## src/vsr_cfg.svh

```systemverilog
`ifndef VSR_CFG_SVH
`define VSR_CFG_SVH

// ----------------------------------------------------------------------
// Host I/O port decode
// ----------------------------------------------------------------------
`define VSR_PORT_DATA 8'hbe
`define VSR_PORT_CTRL 8'hbf
`define VSR_CMD_NIBBLE 4'h8
`define VSR_REG_CNT 4'hb

// ----------------------------------------------------------------------
// Register indices and power-on values
// ----------------------------------------------------------------------
`define VSR_IDX_MODE0 4'h0
`define VSR_IDX_MODE1 4'h1
`define VSR_IDX_MAP 4'h2
`define VSR_IDX_SAT 4'h5
`define VSR_IDX_SPR 4'h6
`define VSR_IDX_BORDER 4'h7
`define VSR_IDX_HSCROLL 4'h8
`define VSR_IDX_VSCROLL 4'h9
`define VSR_IDX_RASTER 4'ha
`define VSR_RST_MODE0 8'h36
`define VSR_RST_MODE1 8'ha0
`define VSR_RST_FF 8'hff
`define VSR_RST_SPR 8'hfb
`define VSR_RST_ZERO 8'h00
`define VSR_RST_RASTER 8'hff

// ----------------------------------------------------------------------
// Field positions
// ----------------------------------------------------------------------
`define VSR_LINE_IE_BIT 4
`define VSR_FRAME_IE_BIT 5
`define VSR_STAT_FRAME_BIT 7
`define VSR_STAT_LINE_BIT 6
`define VSR_SPR_UPPER_BIT 2
`define VSR_SPR_LO 8'hfb
`define VSR_SPR_HI 8'hff
`define VSR_BORDER_ONES 4'hf

// ----------------------------------------------------------------------
// Geometry
// ----------------------------------------------------------------------
`define VSR_SPR_UPPER_MAX 8'd192
`define VSR_SPR_UPPER_BASE 14'h2000
`define VSR_VWRAP 9'd224
`define VSR_BORDER_BANK 1'b1

`endif

```

## src/vsr_pkg.sv

```systemverilog
package vsr_pkg;

  // Pairing state of the control port
  typedef enum logic [0:0] {
    VSR_WAIT_VALUE = 1'b0,
    VSR_WAIT_CMD = 1'b1
  } vsr_wr_e;

  // Top-level state
  typedef struct packed {
    logic [10:0][7:0] regs;
    logic [7:0] latch;
    vsr_wr_e wr_st;
    logic frame_pend;
    logic line_pend;
    logic [7:0] rdata;
  } vsr_top_s;

  // Raster counter state
  typedef struct packed {
    logic [7:0] cnt;
    logic hit;
  } vsr_rast_s;

  // Display-side lookups
  typedef struct packed {
    logic [7:0] vscroll;
    logic [7:0] src_x;
    logic [4:0] map_row;
    logic [2:0] fine_row;
    logic [13:0] spr_addr;
    logic spr_ok;
    logic [4:0] border;
  } vsr_view_s;

  // Control fields passed to the display logic
  typedef struct packed {
    logic [7:0] mode0;
    logic [7:0] mode1;
    logic [7:0] map_base;
    logic [7:0] sat_base;
    logic [7:0] hscroll;
  } vsr_disp_s;

endpackage

```

## src/vsr_regs.sv

```systemverilog
`timescale 1ns/1ps
`include "vsr_cfg.svh"

module vsr_regs
  import vsr_pkg::*;
(
  // Clock and reset
  input wire logic sys_clk_i,
  input wire logic rst_i,
  // Host I/O port
  input wire logic [7:0] io_addr_i,
  input wire logic io_wr_i,
  input wire logic io_rd_i,
  input wire logic [7:0] io_wdata_i,
  output logic [7:0] io_rdata_o,
  output logic irq_o,
  // Video timing
  input wire logic line_done_i,
  input wire logic frame_start_i,
  input wire logic vblank_i,
  // Beam position and lookups
  input wire logic [7:0] pix_x_i,
  input wire logic [7:0] line_y_i,
  input wire logic [7:0] spr_idx_i,
  // Display control
  output vsr_disp_s disp_o,
  output logic [7:0] vscroll_o,
  output logic [7:0] src_x_o,
  output logic [4:0] map_row_o,
  output logic [2:0] fine_row_o,
  output logic [13:0] spr_addr_o,
  output logic spr_ok_o,
  output logic [4:0] border_o,
  output logic raster_hit_o
);

  // ----------------------------------------------------------------------
  // Helpers
  // ----------------------------------------------------------------------

  // Power-on value of one register
  function automatic logic [7:0] rst_val(input logic [3:0] idx);
    logic [7:0] v;
    case (idx)
      `VSR_IDX_MODE0: v = `VSR_RST_MODE0;
      `VSR_IDX_MODE1: v = `VSR_RST_MODE1;
      `VSR_IDX_SPR: v = `VSR_RST_SPR;
      `VSR_IDX_BORDER: v = `VSR_RST_ZERO;
      `VSR_IDX_HSCROLL: v = `VSR_RST_ZERO;
      `VSR_IDX_VSCROLL: v = `VSR_RST_ZERO;
      `VSR_IDX_RASTER: v = `VSR_RST_RASTER;
      default: v = `VSR_RST_FF;
    endcase
    return v;
  endfunction

  // Value actually stored for a write
  function automatic logic [7:0] store_val(input logic [3:0] idx, input logic [7:0] d);
    logic [7:0] v;
    v = d;
    if (idx == `VSR_IDX_SPR)
    begin
      v = d[`VSR_SPR_UPPER_BIT] ? `VSR_SPR_HI : `VSR_SPR_LO;
    end
    else if (idx == `VSR_IDX_BORDER)
    begin
      v = {`VSR_BORDER_ONES, d[3:0]};
    end
    return v;
  endfunction

  // ----------------------------------------------------------------------
  // State
  // ----------------------------------------------------------------------

  vsr_top_s st_r;
  vsr_top_s st_nxt;
  vsr_top_s st_rst;
  logic raster_hit;
  logic ctrl_wr;
  logic ctrl_rd;
  logic data_acc;
  logic line_ie;
  logic frame_ie;
  logic [3:0] wr_idx;

  assign ctrl_wr = io_wr_i && (io_addr_i == `VSR_PORT_CTRL);
  assign ctrl_rd = io_rd_i && (io_addr_i == `VSR_PORT_CTRL);
  assign data_acc = (io_wr_i || io_rd_i) && (io_addr_i == `VSR_PORT_DATA);
  assign wr_idx = io_wdata_i[3:0];
  assign line_ie = st_r.regs[`VSR_IDX_MODE0][`VSR_LINE_IE_BIT];
  assign frame_ie = st_r.regs[`VSR_IDX_MODE1][`VSR_FRAME_IE_BIT];

  // Reset image of the whole state
  always_comb
  begin
    st_rst = '0;
    for (int i = 0; i < 11; i++)
    begin
      st_rst.regs[i] = rst_val(4'(i));
    end
    st_rst.wr_st = VSR_WAIT_VALUE;
  end

  // ----------------------------------------------------------------------
  // Next-state logic
  // ----------------------------------------------------------------------

  // Port writes, status reads and pending flags
  always_comb
  begin
    st_nxt = st_r;
    if (ctrl_wr)
    begin
      case (st_r.wr_st)
        VSR_WAIT_VALUE:
        begin
          st_nxt.latch = io_wdata_i;
          st_nxt.wr_st = VSR_WAIT_CMD;
        end
        VSR_WAIT_CMD:
        begin
          st_nxt.wr_st = VSR_WAIT_VALUE;
          if (io_wdata_i[7:4] == `VSR_CMD_NIBBLE && wr_idx < `VSR_REG_CNT)
          begin
            st_nxt.regs[wr_idx] = store_val(wr_idx, st_r.latch);
          end
        end
        default:
        begin
          st_nxt.wr_st = VSR_WAIT_VALUE;
        end
      endcase
    end
    if (ctrl_rd || data_acc)
    begin
      st_nxt.wr_st = VSR_WAIT_VALUE;
    end
    if (ctrl_rd)
    begin
      st_nxt.rdata = 8'h00;
      st_nxt.rdata[`VSR_STAT_FRAME_BIT] = st_r.frame_pend;
      st_nxt.rdata[`VSR_STAT_LINE_BIT] = st_r.line_pend;
      st_nxt.frame_pend = 1'b0;
      st_nxt.line_pend = 1'b0;
    end
    // A new event wins over a clear in the same cycle
    if (frame_start_i)
    begin
      st_nxt.frame_pend = 1'b1;
    end
    if (raster_hit)
    begin
      st_nxt.line_pend = 1'b1;
    end
  end

  // State register
  always_ff @(posedge sys_clk_i)
  begin
    if (rst_i)
    begin
      st_r <= st_rst;
    end
    else
    begin
      st_r <= st_nxt;
    end
  end

  // ----------------------------------------------------------------------
  // Sub-blocks
  // ----------------------------------------------------------------------

  // Raster-line request counter
  vsr_raster u_raster (
    .sys_clk_i(sys_clk_i),
    .rst_i(rst_i),
    .line_done_i(line_done_i),
    .frame_start_i(frame_start_i),
    .compare_i(st_r.regs[`VSR_IDX_RASTER]),
    .hit_o(raster_hit)
  );

  // Scroll, sprite and border lookups
  vsr_view u_view (
    .sys_clk_i(sys_clk_i),
    .rst_i(rst_i),
    .vscroll_reg_i(st_r.regs[`VSR_IDX_VSCROLL]),
    .hscroll_i(st_r.regs[`VSR_IDX_HSCROLL]),
    .spr_base_i(st_r.regs[`VSR_IDX_SPR]),
    .border_i(st_r.regs[`VSR_IDX_BORDER]),
    .vblank_i(vblank_i),
    .pix_x_i(pix_x_i),
    .line_y_i(line_y_i),
    .spr_idx_i(spr_idx_i),
    .vscroll_o(vscroll_o),
    .src_x_o(src_x_o),
    .map_row_o(map_row_o),
    .fine_row_o(fine_row_o),
    .spr_addr_o(spr_addr_o),
    .spr_ok_o(spr_ok_o),
    .border_o(border_o)
  );

  // ----------------------------------------------------------------------
  // Outputs
  // ----------------------------------------------------------------------

  // Request gated by the matching enables
  assign irq_o = (st_r.line_pend && line_ie) || (st_r.frame_pend && frame_ie);
  assign io_rdata_o = st_r.rdata;
  assign raster_hit_o = raster_hit;
  assign disp_o.mode0 = st_r.regs[`VSR_IDX_MODE0];
  assign disp_o.mode1 = st_r.regs[`VSR_IDX_MODE1];
  assign disp_o.map_base = st_r.regs[`VSR_IDX_MAP];
  assign disp_o.sat_base = st_r.regs[`VSR_IDX_SAT];
  assign disp_o.hscroll = st_r.regs[`VSR_IDX_HSCROLL];

  // ----------------------------------------------------------------------
  // Checks
  // ----------------------------------------------------------------------

  // Sprite base only ever holds one of two settings
  spr_base_a: assert property (@(posedge sys_clk_i) disable iff (rst_i)
    st_r.regs[`VSR_IDX_SPR] == `VSR_SPR_LO || st_r.regs[`VSR_IDX_SPR] == `VSR_SPR_HI)
    else $error("sprite base out of range");

  // Border register upper nibble stays ones after a write
  border_ones_a: assert property (@(posedge sys_clk_i) disable iff (rst_i)
    (ctrl_wr && st_r.wr_st == VSR_WAIT_CMD && io_wdata_i == 8'h87)
      |=> st_r.regs[`VSR_IDX_BORDER] == {4'hf, $past(st_r.latch[3:0])})
    else $error("border write stored wrongly");

  // Reset release leaves the power-on values
  por_a: assert property (@(posedge sys_clk_i)
    $fell(rst_i) |-> st_r.regs[0] == 8'h36 && st_r.regs[1] == 8'ha0
      && st_r.regs[6] == 8'hfb && st_r.regs[10] == 8'hff && st_r.regs[9] == 8'h00)
    else $error("power-on values wrong");

  // Status read without a new event clears both pending flags
  rd_clear_a: assert property (@(posedge sys_clk_i) disable iff (rst_i)
    (ctrl_rd && !frame_start_i && !raster_hit) |=> !st_r.frame_pend && !st_r.line_pend)
    else $error("status read did not clear");

  // Status read returns the pending flags
  rd_data_a: assert property (@(posedge sys_clk_i) disable iff (rst_i)
    ctrl_rd |=> io_rdata_o[7] == $past(st_r.frame_pend) && io_rdata_o[6] == $past(st_r.line_pend))
    else $error("status data wrong");

  // Raster request raises the output when line enable is set
  line_irq_a: assert property (@(posedge sys_clk_i) disable iff (rst_i)
    (raster_hit && line_ie && !(ctrl_wr && st_r.wr_st == VSR_WAIT_CMD)) |=> irq_o)
    else $error("line request not raised");

  // Request holds until a status read or a control-port write
  irq_hold_a: assert property (@(posedge sys_clk_i) disable iff (rst_i)
    (irq_o && !ctrl_rd && !ctrl_wr) |=> irq_o)
    else $error("request dropped without read");

  // Disabled line request never drives the output alone
  irq_gate_a: assert property (@(posedge sys_clk_i) disable iff (rst_i)
    (!line_ie && !st_r.frame_pend) |-> !irq_o)
    else $error("request while disabled");

  // Frame event raises the output when frame enable is set
  frame_irq_a: assert property (@(posedge sys_clk_i) disable iff (rst_i)
    (frame_start_i && frame_ie && !(ctrl_wr && st_r.wr_st == VSR_WAIT_CMD)) |=> irq_o)
    else $error("frame request not raised");

  // Raster event always leaves the line flag pending
  line_pend_a: assert property (@(posedge sys_clk_i) disable iff (rst_i)
    raster_hit |=> st_r.line_pend)
    else $error("line flag not set");

  // Frame event always leaves the frame flag pending
  frame_pend_a: assert property (@(posedge sys_clk_i) disable iff (rst_i)
    frame_start_i |=> st_r.frame_pend)
    else $error("frame flag not set");

  // Status read without a new event drops the request
  irq_clear_a: assert property (@(posedge sys_clk_i) disable iff (rst_i)
    (ctrl_rd && !frame_start_i && !raster_hit) |=> !irq_o)
    else $error("request kept after read");

  // Sprite base write keeps only the half select
  spr_store_a: assert property (@(posedge sys_clk_i) disable iff (rst_i)
    (ctrl_wr && st_r.wr_st == VSR_WAIT_CMD && io_wdata_i == 8'h86)
      |=> st_r.regs[`VSR_IDX_SPR] == ($past(st_r.latch[`VSR_SPR_UPPER_BIT]) ? `VSR_SPR_HI : `VSR_SPR_LO))
    else $error("sprite base stored wrongly");

endmodule // vsr_regs

```

## src/vsr_raster.sv

```systemverilog
`timescale 1ns/1ps
`include "vsr_cfg.svh"

module vsr_raster
  import vsr_pkg::*;
(
  // Clock and reset
  input wire logic sys_clk_i,
  input wire logic rst_i,
  // Timing events
  input wire logic line_done_i,
  input wire logic frame_start_i,
  // Compare value
  input wire logic [7:0] compare_i,
  // Request pulse
  output logic hit_o
);

  vsr_rast_s st_r;
  vsr_rast_s st_nxt;

  // Countdown, reloaded on expiry and at frame start
  always_comb
  begin
    st_nxt = st_r;
    st_nxt.hit = 1'b0;
    if (frame_start_i)
    begin
      st_nxt.cnt = compare_i;
    end
    else if (line_done_i)
    begin
      if (st_r.cnt == 8'h00)
      begin
        st_nxt.hit = 1'b1;
        st_nxt.cnt = compare_i;
      end
      else
      begin
        st_nxt.cnt = st_r.cnt - 8'h01;
      end
    end
  end

  // State register
  always_ff @(posedge sys_clk_i)
  begin
    if (rst_i)
    begin
      st_r <= '{cnt: `VSR_RST_RASTER, hit: 1'b0};
    end
    else
    begin
      st_r <= st_nxt;
    end
  end

  assign hit_o = st_r.hit;

  // A request follows only an expiring line end
  hit_cause_a: assert property (@(posedge sys_clk_i) disable iff (rst_i)
    hit_o |-> $past(line_done_i) && $past(st_r.cnt) == 8'h00 && !$past(frame_start_i))
    else $error("raster request without expiry");

  // Expiry reloads the working count from the compare value
  reload_a: assert property (@(posedge sys_clk_i) disable iff (rst_i)
    (line_done_i && !frame_start_i && st_r.cnt == 8'h00) |=> st_r.cnt == $past(compare_i))
    else $error("counter not reloaded on expiry");

  // Compare zero requests on every counted line
  every_line_a: assert property (@(posedge sys_clk_i) disable iff (rst_i)
    (line_done_i && !frame_start_i && st_r.cnt == 8'h00 && compare_i == 8'h00)
      ##1 (!line_done_i && !frame_start_i) ##1 (line_done_i && !frame_start_i) |=> hit_o)
    else $error("zero compare missed a line");

endmodule // vsr_raster

```

## src/vsr_view.sv

```systemverilog
`timescale 1ns/1ps
`include "vsr_cfg.svh"

module vsr_view
  import vsr_pkg::*;
(
  // Clock and reset
  input wire logic sys_clk_i,
  input wire logic rst_i,
  // Register values
  input wire logic [7:0] vscroll_reg_i,
  input wire logic [7:0] hscroll_i,
  input wire logic [7:0] spr_base_i,
  input wire logic [7:0] border_i,
  // Frame timing and beam position
  input wire logic vblank_i,
  input wire logic [7:0] pix_x_i,
  input wire logic [7:0] line_y_i,
  input wire logic [7:0] spr_idx_i,
  // Lookup results
  output logic [7:0] vscroll_o,
  output logic [7:0] src_x_o,
  output logic [4:0] map_row_o,
  output logic [2:0] fine_row_o,
  output logic [13:0] spr_addr_o,
  output logic spr_ok_o,
  output logic [4:0] border_o
);

  vsr_view_s st_r;
  vsr_view_s st_nxt;
  logic [8:0] vsum;

  // Lookups for the background, sprites and border
  always_comb
  begin
    st_nxt = st_r;
    if (vblank_i)
    begin
      st_nxt.vscroll = vscroll_reg_i;
    end
    st_nxt.src_x = pix_x_i + hscroll_i;
    vsum = {1'b0, line_y_i} + {1'b0, st_r.vscroll};
    if (vsum >= `VSR_VWRAP)
    begin
      vsum = vsum - `VSR_VWRAP;
    end
    st_nxt.map_row = vsum[7:3];
    st_nxt.fine_row = vsum[2:0];
    if (spr_base_i[`VSR_SPR_UPPER_BIT])
    begin
      st_nxt.spr_addr = `VSR_SPR_UPPER_BASE + {1'b0, spr_idx_i, 5'h00};
      st_nxt.spr_ok = spr_idx_i < `VSR_SPR_UPPER_MAX;
    end
    else
    begin
      st_nxt.spr_addr = {1'b0, spr_idx_i, 5'h00};
      st_nxt.spr_ok = 1'b1;
    end
    st_nxt.border = {`VSR_BORDER_BANK, border_i[3:0]};
  end

  // State register
  always_ff @(posedge sys_clk_i)
  begin
    if (rst_i)
    begin
      st_r <= '0;
    end
    else
    begin
      st_r <= st_nxt;
    end
  end

  assign vscroll_o = st_r.vscroll;
  assign src_x_o = st_r.src_x;
  assign map_row_o = st_r.map_row;
  assign fine_row_o = st_r.fine_row;
  assign spr_addr_o = st_r.spr_addr;
  assign spr_ok_o = st_r.spr_ok;
  assign border_o = st_r.border;

  // Working vertical scroll holds outside blanking
  vscroll_hold_a: assert property (@(posedge sys_clk_i) disable iff (rst_i)
    !vblank_i |=> $stable(vscroll_o))
    else $error("vertical scroll changed mid-frame");

  // Map row never reaches the row 28 wrap point
  map_wrap_a: assert property (@(posedge sys_clk_i) disable iff (rst_i)
    map_row_o < 5'd28)
    else $error("map row past wrap");

  // Horizontal source wraps modulo 256
  hwrap_a: assert property (@(posedge sys_clk_i) disable iff (rst_i)
    1'b1 |=> src_x_o == 8'($past(pix_x_i) + $past(hscroll_i)))
    else $error("horizontal source wrong");

  // Upper half refuses patterns 192 and above
  spr_limit_a: assert property (@(posedge sys_clk_i) disable iff (rst_i)
    (spr_base_i[`VSR_SPR_UPPER_BIT] && spr_idx_i >= 8'd192) |=> !spr_ok_o)
    else $error("upper pattern past limit");

endmodule // vsr_view

```

## config.mk

```make
export PLATFORM = sky130hd
export DESIGN_NAME = vsr_regs
export DESIGN_NICKNAME = d
export VERILOG_FILES = /design/src/vsr_pkg.sv /design/src/vsr_regs.sv /design/src/vsr_raster.sv /design/src/vsr_view.sv
export VERILOG_INCLUDE_DIRS = /design/src
export SDC_FILE = /design/constraint.sdc
export NUM_CORES = 1
export LEC_CHECK = 0
export BUFFER_PORTS_ARGS = -buffer_cell sky130_fd_sc_hd__buf_4
export CORE_AREA = 2 2 90 135
export CTS_CLUSTER_DIAMETER = 120
export DETAILED_ROUTE_END_ITERATION = 8
export DIE_AREA = 0 0 92 137
export GPL_TIMING_DRIVEN = 0
export PLACE_DENSITY_LB_ADDON = 0.08
export SLEW_MARGIN = 5
export SYNTH_ARGS = -nofsm -noshare
export SYNTH_HDL_FRONTEND = slang
export SYNTH_SLANG_ARGS = --single-unit
export TNS_END_PERCENT = 30
```

## constraint.sdc

```tcl
create_clock -name sys_clk_i -period 3.3 [get_ports sys_clk_i]
set_input_delay 0.165 -clock sys_clk_i [delete_from_list [all_inputs] [get_ports sys_clk_i]]
set_output_delay 0.165 -clock sys_clk_i [all_outputs]
set_load 0.005 [all_outputs]
```

==> summary.txt, run 1 <==
Status
  – Status: completed

Place
  – Final RePlAce weighted congestion: ~0.84
  – Placed Cells: 907
  – Detail Placement HPWL: 10.4 mm
  – PortBufs: between 100 and 150
  – DP Area: about 0.0068 mm^2

Yosys
  – Mux contribution to synthesized area: 0.0981
  – Area share of and/or/nand/nor cells after synthesis: 0.206
  – Yosys reg bits: roughly 120
  – Complex-gate fraction of the synthesized area: 0.0910
  – Cell accounting for the most synthesized area: dfxtp_1
  – Syn_area_per_cell: just over 9 um^2
  – FFs w/ async S/R, synth: 0
  – Cells after Synth: slightly above 600
  – Synth warn: 0
  – Area contributors post-synth: dfxtp_1 43%, mux2i_1 9.6%, buf_4 7.3%, nor2_1 7.1%, a21oi_1 4.1%
  – Netlist cell types: 52
  – Post-synth top flop: dfxtp_1
  – Post-Synth XOR/XNOR Area: 0.0187
  – Number of synthesized flops with an enable pin: 0
  – Sequential share of the synthesized area: 0.434
  – Share of the synthesized area in the top cell type: 0.434
  – Post-Syn Area: about 0.0056 mm^2
  – Largest family of logic cells by synthesized area: simple AND/OR/NAND/NOR gates
  – Adder-Cell Fraction of Synth Area: 0.0472

Worst setup path
  – Startpoint types: flop
  – Critical path peak fanout: 4
  – WS Path Type: flop to flop
  – R2R Path Start: u_view.vscroll_o[0]$_SDFFE_PP0P_
  – Crit path largest cell delay: 420 ps
  – Worst path cell trace: ha_1, fa_1, a211oi_2, nor3b_1, o21a_1, o31ai_2, inv_1, ha_1, o21a_1, a211oi_1, a31o_2, o21ai_0, a221oi_1
  – Crit path from: u_view.vscroll_o[0]$_SDFFE_PP0P_
  – CP arrival: 3430 ps
  – WP buf/inv: 1
  – WP data required: between 3000 and 4000 ps
  – CP endpoint kind: flop
  – CP max-delay cell: fa_1
  – Top delay family on crit path: compound AO/OA/AOI/OAI gates

Global routing
  – Global-route wire length before repair: about 22 mm
  – Vias in the first global route: 4678
  – GRT Util Overall: 0.227
  – Remaining global-route overflow: 0
  – Pin count of the biggest net entering global routing: 17
  – Antenna violations before repair: 0

Timing
  – Final Hold Viols: 0
  – Slew of the pin with the lowest slew margin: around 800 ps
  – Slew HR: 0.451
  – Slew Limit Fails: 0
  – Final hold slack: 21.7 ps
  – Final clock skew: around 5.5 ps
  – Max frequency: around 320 MHz
  – RSZ-0062 raised after global routing: no
  – Period utilisation layout: 0.947
  – Sum of negative setup slack: 0 ps
  – Final setup fails: 0
  – Fin crit period: 3130 ps

Power and ir drop
  – Clock power frac: 0.509
  – Flop pwr share: 0.425
  – Static Leakage: roughly 3.4 nW
  – PwrDens: about 470 mW/mm^2
  – Peak VDD IR: ~0.37 mV
  – Switch share: 0.217
  – Combinational fraction of design power: 0.066
  – P_sw: around 0.77 mW
  – Internal power component: around 2.8 mW

Drt
  – First-pass iteration count of the detailed router: 4
  – Initial DRC Count: about 160
  – Via Count: about 4700
  – DR WL/cell: between 10 and 15 um
  – DRC Markers: 0
  – Final wirelength: ~14 mm
  – Vias per cell: 4.97
  – Antenna Nets Post-Route: 0

Die
  – Die Span Y: about 140 um
  – Core area: roughly 0.011 mm^2
  – Rows: 48
  – Starting Density: 0.493
  – Width of the die: about 92 um
  – IO Pins: between 100 and 150
  – Die ar.: 0.0126 mm^2

Final layout
  – Final nets: 852
  – Most common cell after layout, fill and taps aside: buf_4
  – Most frequent cells in the layout: 182 x buf_4, 122 x dfxtp_1, 106 x nor2_1, 54 x mux2i_1, 46 x a21oi_1
  – Area growth, synth to finish: 33.0%
  – Ant. Diodes: 0
  – Post-route insts no fill: ~950
  – FILL cells: 963
  – Fin area: 0.00748 mm^2
  – Share of cells above drive strength 1: 0.293

Clock network
  – Skew-Pair Late Insertion Delay: ~400 ps
  – Htree depth: 4
  – Clk sinks: between 100 and 150
  – TritonCTS Buffers: 17
  – Clk root buf: clkbuf_16
  – Clock-pin slew on the worst setup and hold paths: ~50 ps
  – CTS tree: done
  – Setup bufs post-CTS: 0
  – Max Root-Sink Buffers: 2

Worst hold path
  – Hold_sp: io_wdata_i[4]
  – Worst hold path type: input pin to flop

Job
  – Number of max-cap violations: 0
==> state kept, by name (all words and copies together), names as in the netlist, 5 cells and up <==
signal             cells
st_r                  32
u_raster.st_r          8
u_view.vscroll_o       8
u_view.spr_addr_o      9
u_view.src_x_o         8
disp_o                40
u_view.border_o        5
u_view.map_row_o       5
==> path summary, 6_finish.rpt <==
check	end	slack [ps]	cells past startpoint
hold reg to reg	u_view.border_o[0]$_SDFF_PP0_	470	1
hold / removal	st_r[15]$_SDFFE_PP0P_	20	3
setup / recovery	u_view.map_row_o[3]$_SDFF_PP0_	170	13
setup reg to reg	u_view.map_row_o[3]$_SDFF_PP0_	170	13
==> synth_stat cells (2+ instances only) <==
cell type and number:
dfxtp_1 122, nor2_1 106, buf_4 55, mux2i_1 54, a21oi_1 46, nor3_1 33
nor2b_1 24, clkbuf_1 23, o21ai_0 19, ha_1 18, nand2_1 17, inv_1 13
nand2b_1 8, xor2_1 7, nand3_1 6, xnor2_1 5, a211oi_1 4, and3_1 4
o21a_1 4, and2_1 3, buf_6 3, nand3_4 3, o211ai_1 3, or2_2 3
a21o_1 2, a31o_2 2, fa_1 2, nand3_2 2, nand4_1 2, nand4_2 2
nor3b_1 2, o31ai_1 2, or2b_1 2
==> routing by layer <==
metal / track usage / part of all wire / vias to the layer above
met5: 0 / 0 / -
met4: 0.0978 / 0.018 / 0
met3: 0.0562 / 0.052 / 20
met2: 0.411 / 0.52 / 133
met1: 0.253 / 0.41 / 2189
li1: - / - / 2370
==> repair_timing <==
action / CTS / global route
endpoints found under the hold margin: 9 / 0
resized for setup: 0 / 3
hold buffers: 9 / 0
endpoints found under the setup margin: 0 / 3
==> power groups by stage <==
stage / Sequential [mW] / Combinational [mW] / Clock, mW
finish: 1.50 / 0.234 / 1.80
global route: 1.50 / 0.256 / 1.88
CTS: 1.50 / 0.234 / 1.82
detailed placement: 1.53 / 0.224 / 0
global placement: 1.53 / 0.219 / 0
floorplan: 1.54 / 0.111 / 0
==> metrics by stage <==
stage / utilization / setup WS (ps) / total power, mW
after global placement: 0.596 / 234 / 1.75
after global routing: 0.656 / 53.9 / 3.64
final: 0.656 / 174 / 3.54
after floorplan: - / 438 / 1.65
after CTS: 0.654 / 33.8 / 3.56
after detailed placement: 0.596 / 52.2 / 1.76
==> cells by family after synthesis <==
kind of cell             count (synthesis)
multiplexers                            55
AND/OR/NAND/NOR                        226
adder cells (fa/ha/maj)                 20
flip-flops                             122
AO/OA/AOI/OAI                           89
other                                    1
buffers and inverters                   95
XOR/XNOR                                12
==> tightest hold or removal path, stage by stage <==
cell     delay, ps
buf_4           90
mux2i_1         60
nor2_1          70
==> layout make-up <==
| cell class | instances | area (um^2) | area share |
|---|---|---|---|
| plain buffers | 82 | 538 | 0.0719 |
| repair buffers | 136 | 1040 | 0.139 |
| inverters | 13 | 48.8 | 0.00652 |
| well taps | 150 | 188 | 0.0251 |
| clock inverters | 8 | 92.6 | 0.0124 |
| flip-flops and latches | 122 | 2440 | 0.326 |
| clock buffers | 24 | 482 | 0.0644 |
| multi-input cells | 413 | 2650 | 0.354 |
Power figures use the tool's default switching activity.
==> run 2: changes to the inputs <==
--- a/config.mk
+++ b/config.mk
@@ -13,6 +13,7 @@
 export DIE_AREA = 0 0 92 137
 export GPL_TIMING_DRIVEN = 0
 export PLACE_DENSITY_LB_ADDON = 0.08
+export REMOVE_ABC_BUFFERS = 1
 export SLEW_MARGIN = 5
 export SYNTH_ARGS = -nofsm -noshare
 export SYNTH_HDL_FRONTEND = slang
==> run 2 against run 1 <==
Against the previous run: register-to-register slack gained 70 ps; clock-buffer cell count fell by 4; core utilization down 3.8 points; largest cell class unchanged; largest power group unchanged.
==> summary.txt, run 2 (synthesis gave the netlist of run 1 again) <==
Status
  – Status: completed

Worst setup path
  – Flop2flop setup slack: 240 ps (+70 ps)
  – Critical path peak fanout: 4 (unchanged)
  – WP data required: 3610 ps (about the same)
  – CP arrival: 3370 ps (-60 ps)
  – Startpoint types: flop
  – Crit path largest cell delay: 430 ps (about the same)
  – Worst path cell trace: ha_1, fa_1, a211oi_2, nor3b_1, o21a_1, o31ai_4, inv_1, ha_1, o21a_1, a211oi_1, a31o_2, o21ai_0, a221oi_1
  – CP max-delay cell: fa_1
  – Crit path from: u_view.vscroll_o[0]$_SDFFE_PP0P_
  – WP buf/inv: 1 (unchanged)
  – CP endpoint kind: flop
  – Top delay family on crit path: compound AO/OA/AOI/OAI gates
  – R2R Path Start: u_view.vscroll_o[0]$_SDFFE_PP0P_
  – WS Path Type: flop to flop

Clock network
  – Clock-pin slew on the worst setup and hold paths: 60 ps (about the same)
  – Skew-Pair Late Insertion Delay: 410 ps (about the same)
  – Max Root-Sink Buffers: 2 (unchanged)
  – Clk sinks: 122 (unchanged)
  – Htree depth: 4 (unchanged)
  – Clk root buf: clkbuf_16
  – CTS tree: done
  – Setup bufs post-CTS: 0 (unchanged)
  – TritonCTS Buffers: 17 (unchanged)

Global routing
  – Vias in the first global route: 4117 (-12%)
  – GRT Util Overall: 0.201 (-0.0261)
  – Antenna violations before repair: 0 (unchanged)
  – Pin count of the biggest net entering global routing: 135 (+118)
  – Remaining global-route overflow: 0 (unchanged)
  – Global-route wire length before repair: 20.0 mm (-10%)

Place
  – PortBufs: 129 (+1.6%)
  – Final RePlAce weighted congestion: 0.802 (-5.0%)
  – Placed Cells: 827 (-8.8%)
  – DP Area: 0.00628 mm^2 (-7.7%)
  – Detail Placement HPWL: 8.68 mm (-17%)
  – Post-Place Worst Slack: 55.4 ps (+3.24 ps)

Worst hold path
  – Hold_sp: io_wdata_i[7]
  – Worst hold path type: input pin to flop

Timing
  – Slew HR: 0.376 (-0.0755)
  – Final clock skew: 6.41 ps (+0.876 ps)
  – Period utilisation layout: 0.927 (-0.0199)
  – RSZ-0062 raised after global routing: no
  – Slew of the pin with the lowest slew margin: 937 ps (+118 ps)
  – Sum of negative setup slack: 0 ps (unchanged)
  – Setup ws final: 239 ps (+65.6 ps)
  – Final setup fails: 0 (unchanged)
  – Slew Limit Fails: 0 (unchanged)
  – Fin crit period: 3060 ps (-65.6 ps)
  – Max frequency: 327 MHz (+2.1%)
  – Final Hold Viols: 0 (unchanged)

Final layout
  – Share of cells above drive strength 1: 0.251 (-0.0425)
  – Max reg flops: 40 (unchanged)
  – Most common cell after layout, fill and taps aside: buf_4
  – Most frequent cells in the layout: 128 x buf_4, 122 x dfxtp_1, 106 x nor2_1, 54 x mux2i_1, 46 x a21oi_1
  – Ant. Diodes: 0 (unchanged)
  – Fin area: 0.00704 mm^2 (-5.9%)
  – FILL cells: 1010 (+4.9%)
  – Area of the multi-input gates: 0.00266 mm^2 (+0.33%)
  – Post-route insts no fill: 868 (-8.4%)
  – Area growth, synth to finish: 25.2%
  – Final nets: 773 (-9.3%)
  – Register Area: 0.00244 mm^2 (unchanged)

Drt
  – First-pass iteration count of the detailed router: 4 (unchanged)
  – Final wirelength: 12.6 mm (-11%)
  – DRC Markers: 0 (unchanged)
  – Vias per cell: 5.12 (+2.9%)
  – DR WL/cell: 14.5 um (-3.1%)
  – Antenna Nets Post-Route: 0 (unchanged)
  – Initial DRC Count: 161 (-1.2%)
  – Via Count: 4440 (-5.8%)

Die
  – Core area: 0.0114 mm^2 (unchanged)
  – Width of the die: 92 um (unchanged)
  – Die ar.: 0.0126 mm^2 (unchanged)
  – Starting Density: 0.493 (unchanged)
  – IO Pins: 141 (unchanged)
  – Rows: 48 (unchanged)
  – Die Span Y: 137 um (unchanged)

Power and ir drop
  – Switch share: 0.210 (-0.00616)
  – Peak VDD IR: 0.368 mV (-0.56%)
  – Internal power component: 2.91 mW (+5.1%)
  – P_sw: 0.776 mW (+1.3%)
  – Final Total Pwr: 3.69 mW (+4.3%)
  – Static Leakage: 3.12 nW (-8.4%)
  – Clock power frac: 0.535 (+0.026)
  – PwrDens: 524 mW/mm^2 (+11%)
  – Flop pwr share: 0.407 (-0.018)
  – Combinational fraction of design power: 0.057 (-0.009)

Job
  – Number of max-cap violations: 0 (unchanged)
==> run 2: power by group through the flow <==
| stage | Sequential [mW] | Clock [mW] | Combinational (mW) |
|---|---|---|---|
| after floorplan | 1.54 | 0 | 0.0746 |
| after global placement | 1.53 | 0 | 0.196 |
| after detailed placement | 1.53 | 0 | 0.201 |
| after CTS | 1.50 | 2.01 | 0.211 |
| after global routing | 1.50 | 2.07 | 0.234 |
| final | 1.50 | 1.97 | 0.212 |
==> run 2: final cells by class <==
type / count / area share
multi-input combinational: 413 / 0.377
clock buffer: 20 / 0.0663
sequential: 122 / 0.347
timing repair buffer: 139 / 0.152
inverter: 13 / 0.00693
tap: 150 / 0.0266
clock inverter: 11 / 0.0240
==> run 2: what timing repair did <==
item | in CTS | in global routing
hold buffers | 10 | 0
endpoints found under the setup margin | 0 | 3
endpoints found under the hold margin | 10 | 0
gates resized for setup | 0 | 4
==> run 2: through the flow <==
stage | hold WS (ps) | utilization
floorplan | 232 | -
global placement | 372 | 0.550
detailed placement | 382 | 0.550
CTS | 2.53 | 0.615
global route | 26.5 | 0.617
finish | 12.4 | 0.617
==> run 2: layer usage <==
metal	routed length [um]	global-route usage	share of wire	vias to the layer above
met4	200	0.0796	0.016	0
met3	691	0.0529	0.055	20
met2	6670	0.357	0.53	121
li1	-	-	-	2220
met1	5020	0.229	0.40	2079
met5	0	0	0	-
==> run 2: worst reg2reg max path, stage by stage, from the launching register on <==
cell and delay [ps]:
dfxtp_1 330, ha_1 220, fa_1 430, a211oi_2 250, nor3b_1 130, o21a_1 210, o31ai_4 220, inv_1 80
ha_1 230, o21a_1 110, a211oi_1 230, a31o_2 190, o21ai_0 90, a221oi_1 250
==> run 2: path summary, 6_finish.rpt <==
check                              endpoint  cells past startpoint
min                   st_r[18]$_SDFFE_PP0P_                      3
max reg2reg  u_view.map_row_o[3]$_SDFF_PP0_                     13
max          u_view.map_row_o[3]$_SDFF_PP0_                     13
min reg2reg   u_view.border_o[3]$_SDFF_PP0_                      1
